--- src/hw/ats_pkg.sv ---
/*
 * Package for the trigger source select block: register map, field
 * layout, trigger codes and the carrier struct shared with the top.
 * Assumes a single AHB-Lite slave with 32-bit data.
 */
package ats_pkg;

    // Register map (byte address within the block)
    localparam logic [11:0] ATS_OFS_SELECT = 12'h014;
    localparam logic [31:0] ATS_SELECT_RST = 32'h0000_0000;
    localparam int          ATS_NUM_SEQ    = 4;
    localparam int          ATS_FLD_W      = 4;
    localparam int          ATS_USED_W     = ATS_NUM_SEQ * ATS_FLD_W;

    // AHB-Lite encodings
    localparam logic [1:0]  ATS_HTRANS_NONSEQ = 2'h2;
    localparam logic [1:0]  ATS_HTRANS_SEQ    = 2'h3;
    localparam logic [2:0]  ATS_HSIZE_WORD    = 3'h2;
    localparam logic        ATS_HRESP_OKAY    = 1'h0;

    // Trigger source codes
    typedef enum logic [3:0] {
        ATS_SRC_PROC   = 4'h0,
        ATS_SRC_COMP0  = 4'h1,
        ATS_SRC_EXT    = 4'h4,
        ATS_SRC_TIMER  = 4'h5,
        ATS_SRC_PWM0   = 4'h6,
        ATS_SRC_PWM1   = 4'h7,
        ATS_SRC_PWM2   = 4'h8,
        ATS_SRC_ALWAYS = 4'hF
    } ats_src_t;

    // Event sources, one bit each; the pin arrives on its own port
    typedef struct packed {
        logic comp0;
        logic timer;
        logic pwm0;
        logic pwm1;
        logic pwm2;
    } ats_events_t;

endpackage : ats_pkg

--- src/hw/ats_trigger_select.sv ---
/*
 * Trigger source select: one 4-bit code per sample sequencer picks which
 * event becomes that sequencer's start-of-sampling request.
 * Assumes event inputs are one-cycle pulses in ref_clk domain, except the
 * external pin which is asynchronous, and one AHB-Lite master.
 */
`timescale 1ns/1ps

// Functional notes
// - Sequencer 2 field bits 11:8, reset zero
// - Sequencer 1 field bits 7:4, reset zero
// - Sequencer 0 field bits 3:0, reset zero
// - Software, comparator, pin and continuous source codes
// - Code 5 timer; timer enable kept outside
// - Code 6 selects PWM generator 0 trigger
// - Code 7 selects PWM generator 1 trigger
// - Code 8 selects PWM generator 2 trigger
// - Sequencer 3 field bits 15:12, same encoding
module ats_trigger_select #(
    parameter int NUM_SEQ = ats_pkg::ATS_NUM_SEQ
) (
    // Clock and reset
    input  wire logic                  ref_clk,
    input  wire logic                  nrst,
    // AHB-Lite slave
    input  wire logic                  hsel,
    input  wire logic [31:0]           haddr,
    input  wire logic [1:0]            htrans,
    input  wire logic                  hwrite,
    input  wire logic [2:0]            hsize,
    input  wire logic [31:0]           hwdata,
    input  wire logic                  hready,
    output logic      [31:0]           hrdata,
    output logic                       hreadyout,
    output logic                       hresp,
    // Trigger events
    input  wire logic [NUM_SEQ-1:0]    procRequest,
    input  wire ats_pkg::ats_events_t  events,
    input  wire logic                  external_trigger_pin,
    // Start-of-sampling requests
    output logic      [NUM_SEQ-1:0]    sampleStart
);

    localparam int FW = ats_pkg::ATS_FLD_W;

    // Decode a code against the event set; unknown codes give nothing
    function automatic logic pickEvent(input logic [3:0] code, input logic proc,
                                       input ats_pkg::ats_events_t ev,
                                       input logic pin);
        logic hit;
        hit = 1'b0;
        case (code)
            ats_pkg::ATS_SRC_PROC:   hit = proc;
            ats_pkg::ATS_SRC_COMP0:  hit = ev.comp0;
            ats_pkg::ATS_SRC_EXT:    hit = pin;
            ats_pkg::ATS_SRC_TIMER:  hit = ev.timer;
            ats_pkg::ATS_SRC_PWM0:   hit = ev.pwm0;
            ats_pkg::ATS_SRC_PWM1:   hit = ev.pwm1;
            ats_pkg::ATS_SRC_PWM2:   hit = ev.pwm2;
            ats_pkg::ATS_SRC_ALWAYS: hit = 1'b1;
            default:                 hit = 1'b0;
        endcase
        return hit;
    endfunction : pickEvent

    // Pin synchroniser and rising edge
    logic pinMeta;
    logic pinSync;
    logic pinLast;
    logic pinEdge;

    always_ff @(posedge ref_clk or negedge nrst) begin
        if (!nrst) begin
            pinMeta <= 1'b0;
            pinSync <= 1'b0;
            pinLast <= 1'b0;
        end else begin
            pinMeta <= external_trigger_pin;
            pinSync <= pinMeta;
            pinLast <= pinSync;
        end
    end

    assign pinEdge = pinSync & ~pinLast;

    // Bus address phase capture
    logic        wrPend;
    logic        next_wrPend;
    logic        next_rdPend;
    logic        addrHit;
    logic        phaseValid;
    logic [31:0] selectReg;
    logic [31:0] next_selectReg;
    logic [31:0] next_hrdata;

    assign phaseValid = hsel & hready &
                        ((htrans == ats_pkg::ATS_HTRANS_NONSEQ) |
                         (htrans == ats_pkg::ATS_HTRANS_SEQ));
    assign addrHit    = (haddr[11:0] == ats_pkg::ATS_OFS_SELECT);

    always_comb begin
        next_wrPend    = phaseValid & hwrite & addrHit;
        next_rdPend    = phaseValid & ~hwrite;
        next_selectReg = selectReg;
        next_hrdata    = hrdata;
        // field write, upper bits stay zero
        if (wrPend) begin
            next_selectReg = {{(32-ats_pkg::ATS_USED_W){1'b0}},
                              hwdata[ats_pkg::ATS_USED_W-1:0]};
        end
        // Unmapped reads return zero, writes to them are dropped
        if (next_rdPend) begin
            next_hrdata = addrHit ? next_selectReg : 32'h0000_0000;
        end
    end

    always_ff @(posedge ref_clk or negedge nrst) begin
        if (!nrst) begin
            wrPend    <= 1'b0;
            selectReg <= ats_pkg::ATS_SELECT_RST;
            hrdata    <= 32'h0000_0000;
        end else begin
            wrPend    <= next_wrPend;
            selectReg <= next_selectReg;
            hrdata    <= next_hrdata;
        end
    end

    // Zero wait states, always OKAY
    always_ff @(posedge ref_clk or negedge nrst) begin
        if (!nrst) begin
            hreadyout <= 1'b1;
            hresp     <= ats_pkg::ATS_HRESP_OKAY;
        end else begin
            hreadyout <= 1'b1;
            hresp     <= ats_pkg::ATS_HRESP_OKAY;
        end
    end

    // Per-sequencer source select, registered for clean outputs
    logic [NUM_SEQ-1:0] next_sampleStart;

    genvar s;
    generate
        for (s = 0; s < NUM_SEQ; s++) begin : g_seq
            assign next_sampleStart[s] = pickEvent(selectReg[s*FW +: FW],
                                                   procRequest[s], events, pinEdge);
        end
    endgenerate

    always_ff @(posedge ref_clk or negedge nrst) begin
        if (!nrst) begin
            sampleStart <= '0;
        end else begin
            sampleStart <= next_sampleStart;
        end
    end

    // Assertions
    property p_reserved_quiet;
        @(posedge ref_clk) disable iff (!nrst)
        (selectReg[11:8] == 4'h2) |=> !sampleStart[2];
    endproperty
    a_reserved_quiet: assert property (p_reserved_quiet)
        else $error("reserved code raised a request");

    property p_always_on;
        @(posedge ref_clk) disable iff (!nrst)
        (selectReg[3:0] == 4'hF) |=> sampleStart[0];
    endproperty
    a_always_on: assert property (p_always_on)
        else $error("continuous mode did not request");

    property p_pwm0_pass;
        @(posedge ref_clk) disable iff (!nrst)
        (selectReg[7:4] == 4'h6) |=> (sampleStart[1] == $past(events.pwm0));
    endproperty
    a_pwm0_pass: assert property (p_pwm0_pass)
        else $error("pwm0 trigger not forwarded");

    property p_pwm1_pass;
        @(posedge ref_clk) disable iff (!nrst)
        (selectReg[11:8] == 4'h7) |=> (sampleStart[2] == $past(events.pwm1));
    endproperty
    a_pwm1_pass: assert property (p_pwm1_pass)
        else $error("pwm1 trigger not forwarded");

    property p_pwm2_pass;
        @(posedge ref_clk) disable iff (!nrst)
        (selectReg[3:0] == 4'h8) |=> (sampleStart[0] == $past(events.pwm2));
    endproperty
    a_pwm2_pass: assert property (p_pwm2_pass)
        else $error("pwm2 trigger not forwarded");

    property p_timer_pass;
        @(posedge ref_clk) disable iff (!nrst)
        (selectReg[15:12] == 4'h5) |=> (sampleStart[3] == $past(events.timer));
    endproperty
    a_timer_pass: assert property (p_timer_pass)
        else $error("timer trigger not forwarded");

    property p_proc_only;
        @(posedge ref_clk) disable iff (!nrst)
        (selectReg[7:4] == 4'h0) |=> (sampleStart[1] == $past(procRequest[1]));
    endproperty
    a_proc_only: assert property (p_proc_only)
        else $error("unselected source leaked through");

    property p_write_lands;
        @(posedge ref_clk) disable iff (!nrst)
        wrPend |=> (selectReg[15:0] == $past(hwdata[15:0])) && (selectReg[31:16] == 16'h0000);
    endproperty
    a_write_lands: assert property (p_write_lands)
        else $error("select write not stored");

    property p_hold;
        @(posedge ref_clk) disable iff (!nrst)
        !wrPend |=> $stable(selectReg);
    endproperty
    a_hold: assert property (p_hold)
        else $error("select changed without a write");

endmodule : ats_trigger_select

--- config.mk ---
export PLATFORM = sky130hd
export DESIGN_NAME = ats_trigger_select
export DESIGN_NICKNAME = d
export VERILOG_FILES = /design/src/hw/ats_pkg.sv /design/src/hw/ats_trigger_select.sv
export SDC_FILE = /design/constraint.sdc
export NUM_CORES = 1
export LEC_CHECK = 0
export ABC_AREA = 1
export BUFFER_PORTS_ARGS = -buffer_cell sky130_fd_sc_hd__buf_2
export CORE_MARGIN = 3
export CORE_UTILIZATION = 50
export DETAILED_ROUTE_END_ITERATION = 10
export PLACE_DENSITY_LB_ADDON = 0.25
export SETUP_SLACK_MARGIN = 0.02
export SYNTH_ARGS = -nofsm -noshare
export SYNTH_HDL_FRONTEND = slang
export SYNTH_SLANG_ARGS = --single-unit
export TNS_END_PERCENT = 30
--- constraint.sdc ---
create_clock -name ref_clk -period 1.6 [get_ports ref_clk]
set_clock_uncertainty 0.15 [all_clocks]
set_input_delay 0.16 -clock ref_clk [delete_from_list [all_inputs] [get_ports ref_clk]]
set_output_delay 0.16 -clock ref_clk [all_outputs]
set_load 0.02 [all_outputs]
### Word-level counts from Yosys, hierarchy flattened

Cells that the tools add are included.

* add/sub/neg operators: 0
* multiply operators: 0
* divide/modulo/power cells: 0
* order comparisons: 0
* equality and inequality tests: 31
* shift operators: 0
* mux-type cells: 6
* bitwise operators: 9
* reduce and logical (&&, ||, !) cells: 4

Operator list (count)
* $eq A4 B3 Y1 const B: 16
* $mux W32: 2
* $eq A4 B4 Y1 const B: 8
* $pmux W1 S8: 4
* $eq A4 B1 Y1 const B: 4
* $logic_not A4 Y1: 4
* $eq A12 B5 Y1 const B: 1
* $and A1 B1 Y1: 6
* $eq A2 B2 Y1 const B: 2
* $not A1 Y1: 2
* $or A1 B1 Y1: 1

* register bits: 72
* latch bits: 0
* memory bits (writable): 0
* memory bits (read-only): 0
* bits of input ports: 84
* memories: 0

### Logic depth before layout (Yosys ltp)

* depth after elaboration: 5
* depth in mapped cells: 8
* mapped depth without buffers: 6

### Least setup slack after synthesis

Ideal clock, no wire load.

* path type: reg-to-reg
* start point: reg wrPend
* end point: reg hrdata[12]
* library setup time: 0.066 ns
* arrival: 0.958 ns
* path slack: 0.427 ns
* cell stages (with the launch flop): 8
* path buffers: 2
* period minus slack after synthesis: 1.173 ns
* cell sequence: dfrtp_1 -> buf_6 -> buf_2 -> nand2_1 -> nand2_1 -> nor2_1 -> nand3_1 -> nand2_1

* word-level cells in the longest chain between the ends: 2

Ends and longest elaborated chain
* start: declaration: line ats_trigger_select.sv:87 `logic wrPend;`
* start signal: assignment: line ats_trigger_select.sv:123 `wrPend <= next_wrPend;`
* $mux W32: line ats_trigger_select.sv:107 `if (wrPend) begin`
* $mux W32: line ats_trigger_select.sv:113 `next_hrdata = addrHit ? next_selectReg : 32'h0000_0000;`
* end signal: assignment: line ats_trigger_select.sv:125 `hrdata <= next_hrdata;`
* end: declaration: line ats_trigger_select.sv:33 `output logic [31:0] hrdata,`

Every way passes these cells.
A chain may end at the register's enable or synchronous reset.

### Worst setup path in the final report

* start point: in hwrite
* end point: reg wrPend

* word-level cells in the longest chain between the ends: 2

Ends and longest elaborated chain
* start: declaration: line ats_trigger_select.sv:29 `input wire logic hwrite,`
* $and A1 B1 Y1 (2 in a row): line ats_trigger_select.sv:102 `next_wrPend = phaseValid & hwrite & addrHit;`
* net next_wrPend: line ats_trigger_select.sv:88 `logic next_wrPend;`

The timed path passes the listed nets, and every way through them passes these cells.

==> key figures <==
Status
  – Status: complete, no violations

Power
  – Total power: 3.60 mW
  – PwrDens: 801 nW/um^2
  – Worst VDD drop: 0.568 mV
  – P_leak: 2.78 nW

Worst setup path
  – Cell Chain, Critical Path: dlygate4sd3_1 -> buf_2 -> nand4_1 -> dlygate4sd3_1 -> nor3_1
  – Crit Path Category: input pin to register
  – Crit path largest cell delay: ~560 ps
  – Crit path max fanout: 2
  – Slowest stage cell, crit path: dlygate4sd3_1
  – CP most frequent cell: dlygate4sd3_1
  – CP arrival: 1600 ps
  – Worst path required time: between 1500 and 2000 ps
  – Reg2Reg Depth: 6
  – Critical Path Sink Type: register
  – CP Launch Type: input pin

Drt
  – Via density: 4.71
  – Wirelength per Cell: approximately 12 um
  – DRC errors left: 0
  – Post-Route WL: a little under 8000 um
  – Final ANT Viol Nets: 0
  – Drt initial violations: 246
  – Vias: 3158
  – Initial DRT Pass Iterations: 4

Min path
  – Worst hold path class: input pin to register
  – Hold path depth: 4

Die
  – DIE AREA: just over 8000 um^2
  – Die X: 89.7 um
  – Core area: 6570 um^2
  – # IOs: about 120
  – FP Rows: 29
  – Starting Density: 0.533
  – Die Y: 89.7 um

Placed design
  – Global placer's final weighted congestion: approximately 0.86
  – PortBufs: 79
  – DP HPWL: 5230 um
  – Placed cells: ~620
  – Pre-CTS setup slack: around 260 ps

Clock network
  – Worst-skew pair later-pin latency: 340 ps
  – CTS resizes: 0
  – H-tree level count: 3
  – CTS buffer count: 9
  – CTS tree: built
  – Reg clk slew, reported paths: 80 ps
  – Clock sinks: 72
  – Clock buffer depth: 2
  – Clock Root Buffer: clkbuf_8
  – Hold buffer count at CTS: 30
  – Postcts setup bufs: 0

Layout
  – Number of diodes: 0
  – Layout area overhead: 28.3%
  – Layout net count: about 660
  – Non-Filler Instances: 670
  – Proportion of layout cells with a drive suffix above 1: 0.206
  – Filler Cells Inserted: 540
  – Fin util: 0.684

STA
  – Sum of negative setup slack: 0 ps
  – Period minus WS final: 1490 ps
  – Max frequency: 671 MHz
  – Slew @ Worst Pin: about 540 ps
  – RSZ-0062 raised after global routing: no
  – Max-slew violations: 0
  – Setup-failing EPs final: 0
  – Worst slew margin: 0.640
  – Fin crit share: 0.932
  – Final Hold Fails: 0
  – Final worst setup slack: 109 ps

Synthesis
  – Cell variety after synth: 21
  – Count leader, synth: nand2_1
  – Number of flops mapped to enable cells by yosys: 0
  – Yosys warns: 0
  – Post-synthesis sequential area ratio: 0.515
  – Most used flip-flop cell after synthesis: dfrtp_1
  – Post-synthesis register bit count: 72
  – Post-Syn Instances: 464
  – Yosys top cell area share: 0.515
  – Mapped Area: 3500 um^2
  – Post-synth net total: 548
  – Top post-synthesis cells by area: dfrtp_1, nand2_1, nand3_1
  – Post-synth top area cell: dfrtp_1
  – FFs w/ async S/R, synth: 1.00
  – Commonest cells in the netlist: nand2_1, dfrtp_1, inv_1, nor2_1, nand3_1
  – Synthesized area per cell: 7.54 um^2

Job
  – MaxCap Viol Count: 0

Global route
  – Initial antenna violation count: 0
  – Largest net degree at the start of global routing: 65
  – GRT Total Usage: 0.214
  – Global-route wire length before repair: about 13000 um
  – Vias in the first global route: 2896
  – GR Overflow Total: 0
final cells by class:
cell class	instances	area, um^2	area share
clock buffer	9	124	0.0276
clock inverter	7	85.1	0.0189
inverter	74	280	0.0624
multi-input combinational	299	1270	0.283
sequential	72	1800	0.401
tap	93	116	0.0259
timing repair buffer	116	811	0.181
cell families (layout without fill, tap and decap cells):
| group | after synthesis | count (layout) | synth area share |
|---|---|---|---|
| other | 2 | 2 | 0.00215 |
| and+or+nand+nor | 296 | 296 | 0.360 |
| DFF | 72 | 72 | 0.515 |
| buffers and inverters | 93 | 206 | 0.122 |
| AOI/OAI and AO/OA | 1 | 1 | 0.00143 |
critical path, delay by kind of cell:
kind | cells | cell delay (ps)
and+or+nand+nor | 2 | 250
buffers and inverters | 3 | 1180
state kept, by name, indices dropped and copies added (netlist names):
signal / count
hrdata: 32
selectReg: 32
sampleStart: 4
pinLast: 1
pinMeta: 1
pinSync: 1
wrPend: 1
power breakdown:
group / switching (mW) / internal, mW
logic: 0.133 / 0.122
registers: 0.00294 / 1.83
clock network: 0.759 / 0.753
path summary, 6_finish.rpt:
path	start	slack [ps]	end
min in group asynchronous	nrst	180	selectReg[11]
setup / recovery	hwrite	110	wrPend
setup reg to reg	wrPend	250	hrdata[9]
hold reg to reg	pinMeta	220	pinSync
hold / removal	haddr[9]	1	wrPend
max in group asynchronous	nrst	590	hrdata[17]
layer usage:
metal	GRT usage	part of all wire	vias up
li1	-	-	1597
met3	0.0538	0.067	10
met5	0	0	-
met4	0.0785	0.012	0
met1	0.284	0.44	1449
met2	0.342	0.48	102
cells in the final DEF (no fill, tap or decap):
master / synthesis / final
buf_12: 0 / 5
inv_4: 1 / 1
nand4_4: 1 / 1
and2_0: 1 / 1
o21ai_0: 1 / 1
or2_2: 1 / 1
nor2_4: 1 / 1
nor2_2: 10 / 10
clkinv_4: 0 / 2
dfrtp_1: 72 / 72
nor3_4: 1 / 1
inv_1: 71 / 71
nor3_1: 1 / 1
conb_1: 2 / 2
nand4_1: 3 / 3
nand2_1: 159 / 159
bufinv_16: 0 / 1
buf_4: 6 / 2
inv_2: 2 / 2
clkbuf_8: 0 / 9
inv_8: 0 / 1
nand3_1: 58 / 58
dlygate4sd3_1: 0 / 30
buf_2: 6 / 79
nor2_1: 60 / 60
inv_6: 0 / 3
stage by stage:
stage	hold slack (ps)	instance area, um^2
after CTS	5.26	4490
after floorplan	-286	3500
after detailed placement	23.1	3980
final	0.990	4490
after global placement	6.02	3980
after global routing	7.88	4490
(Power assumes the default switching activity.)
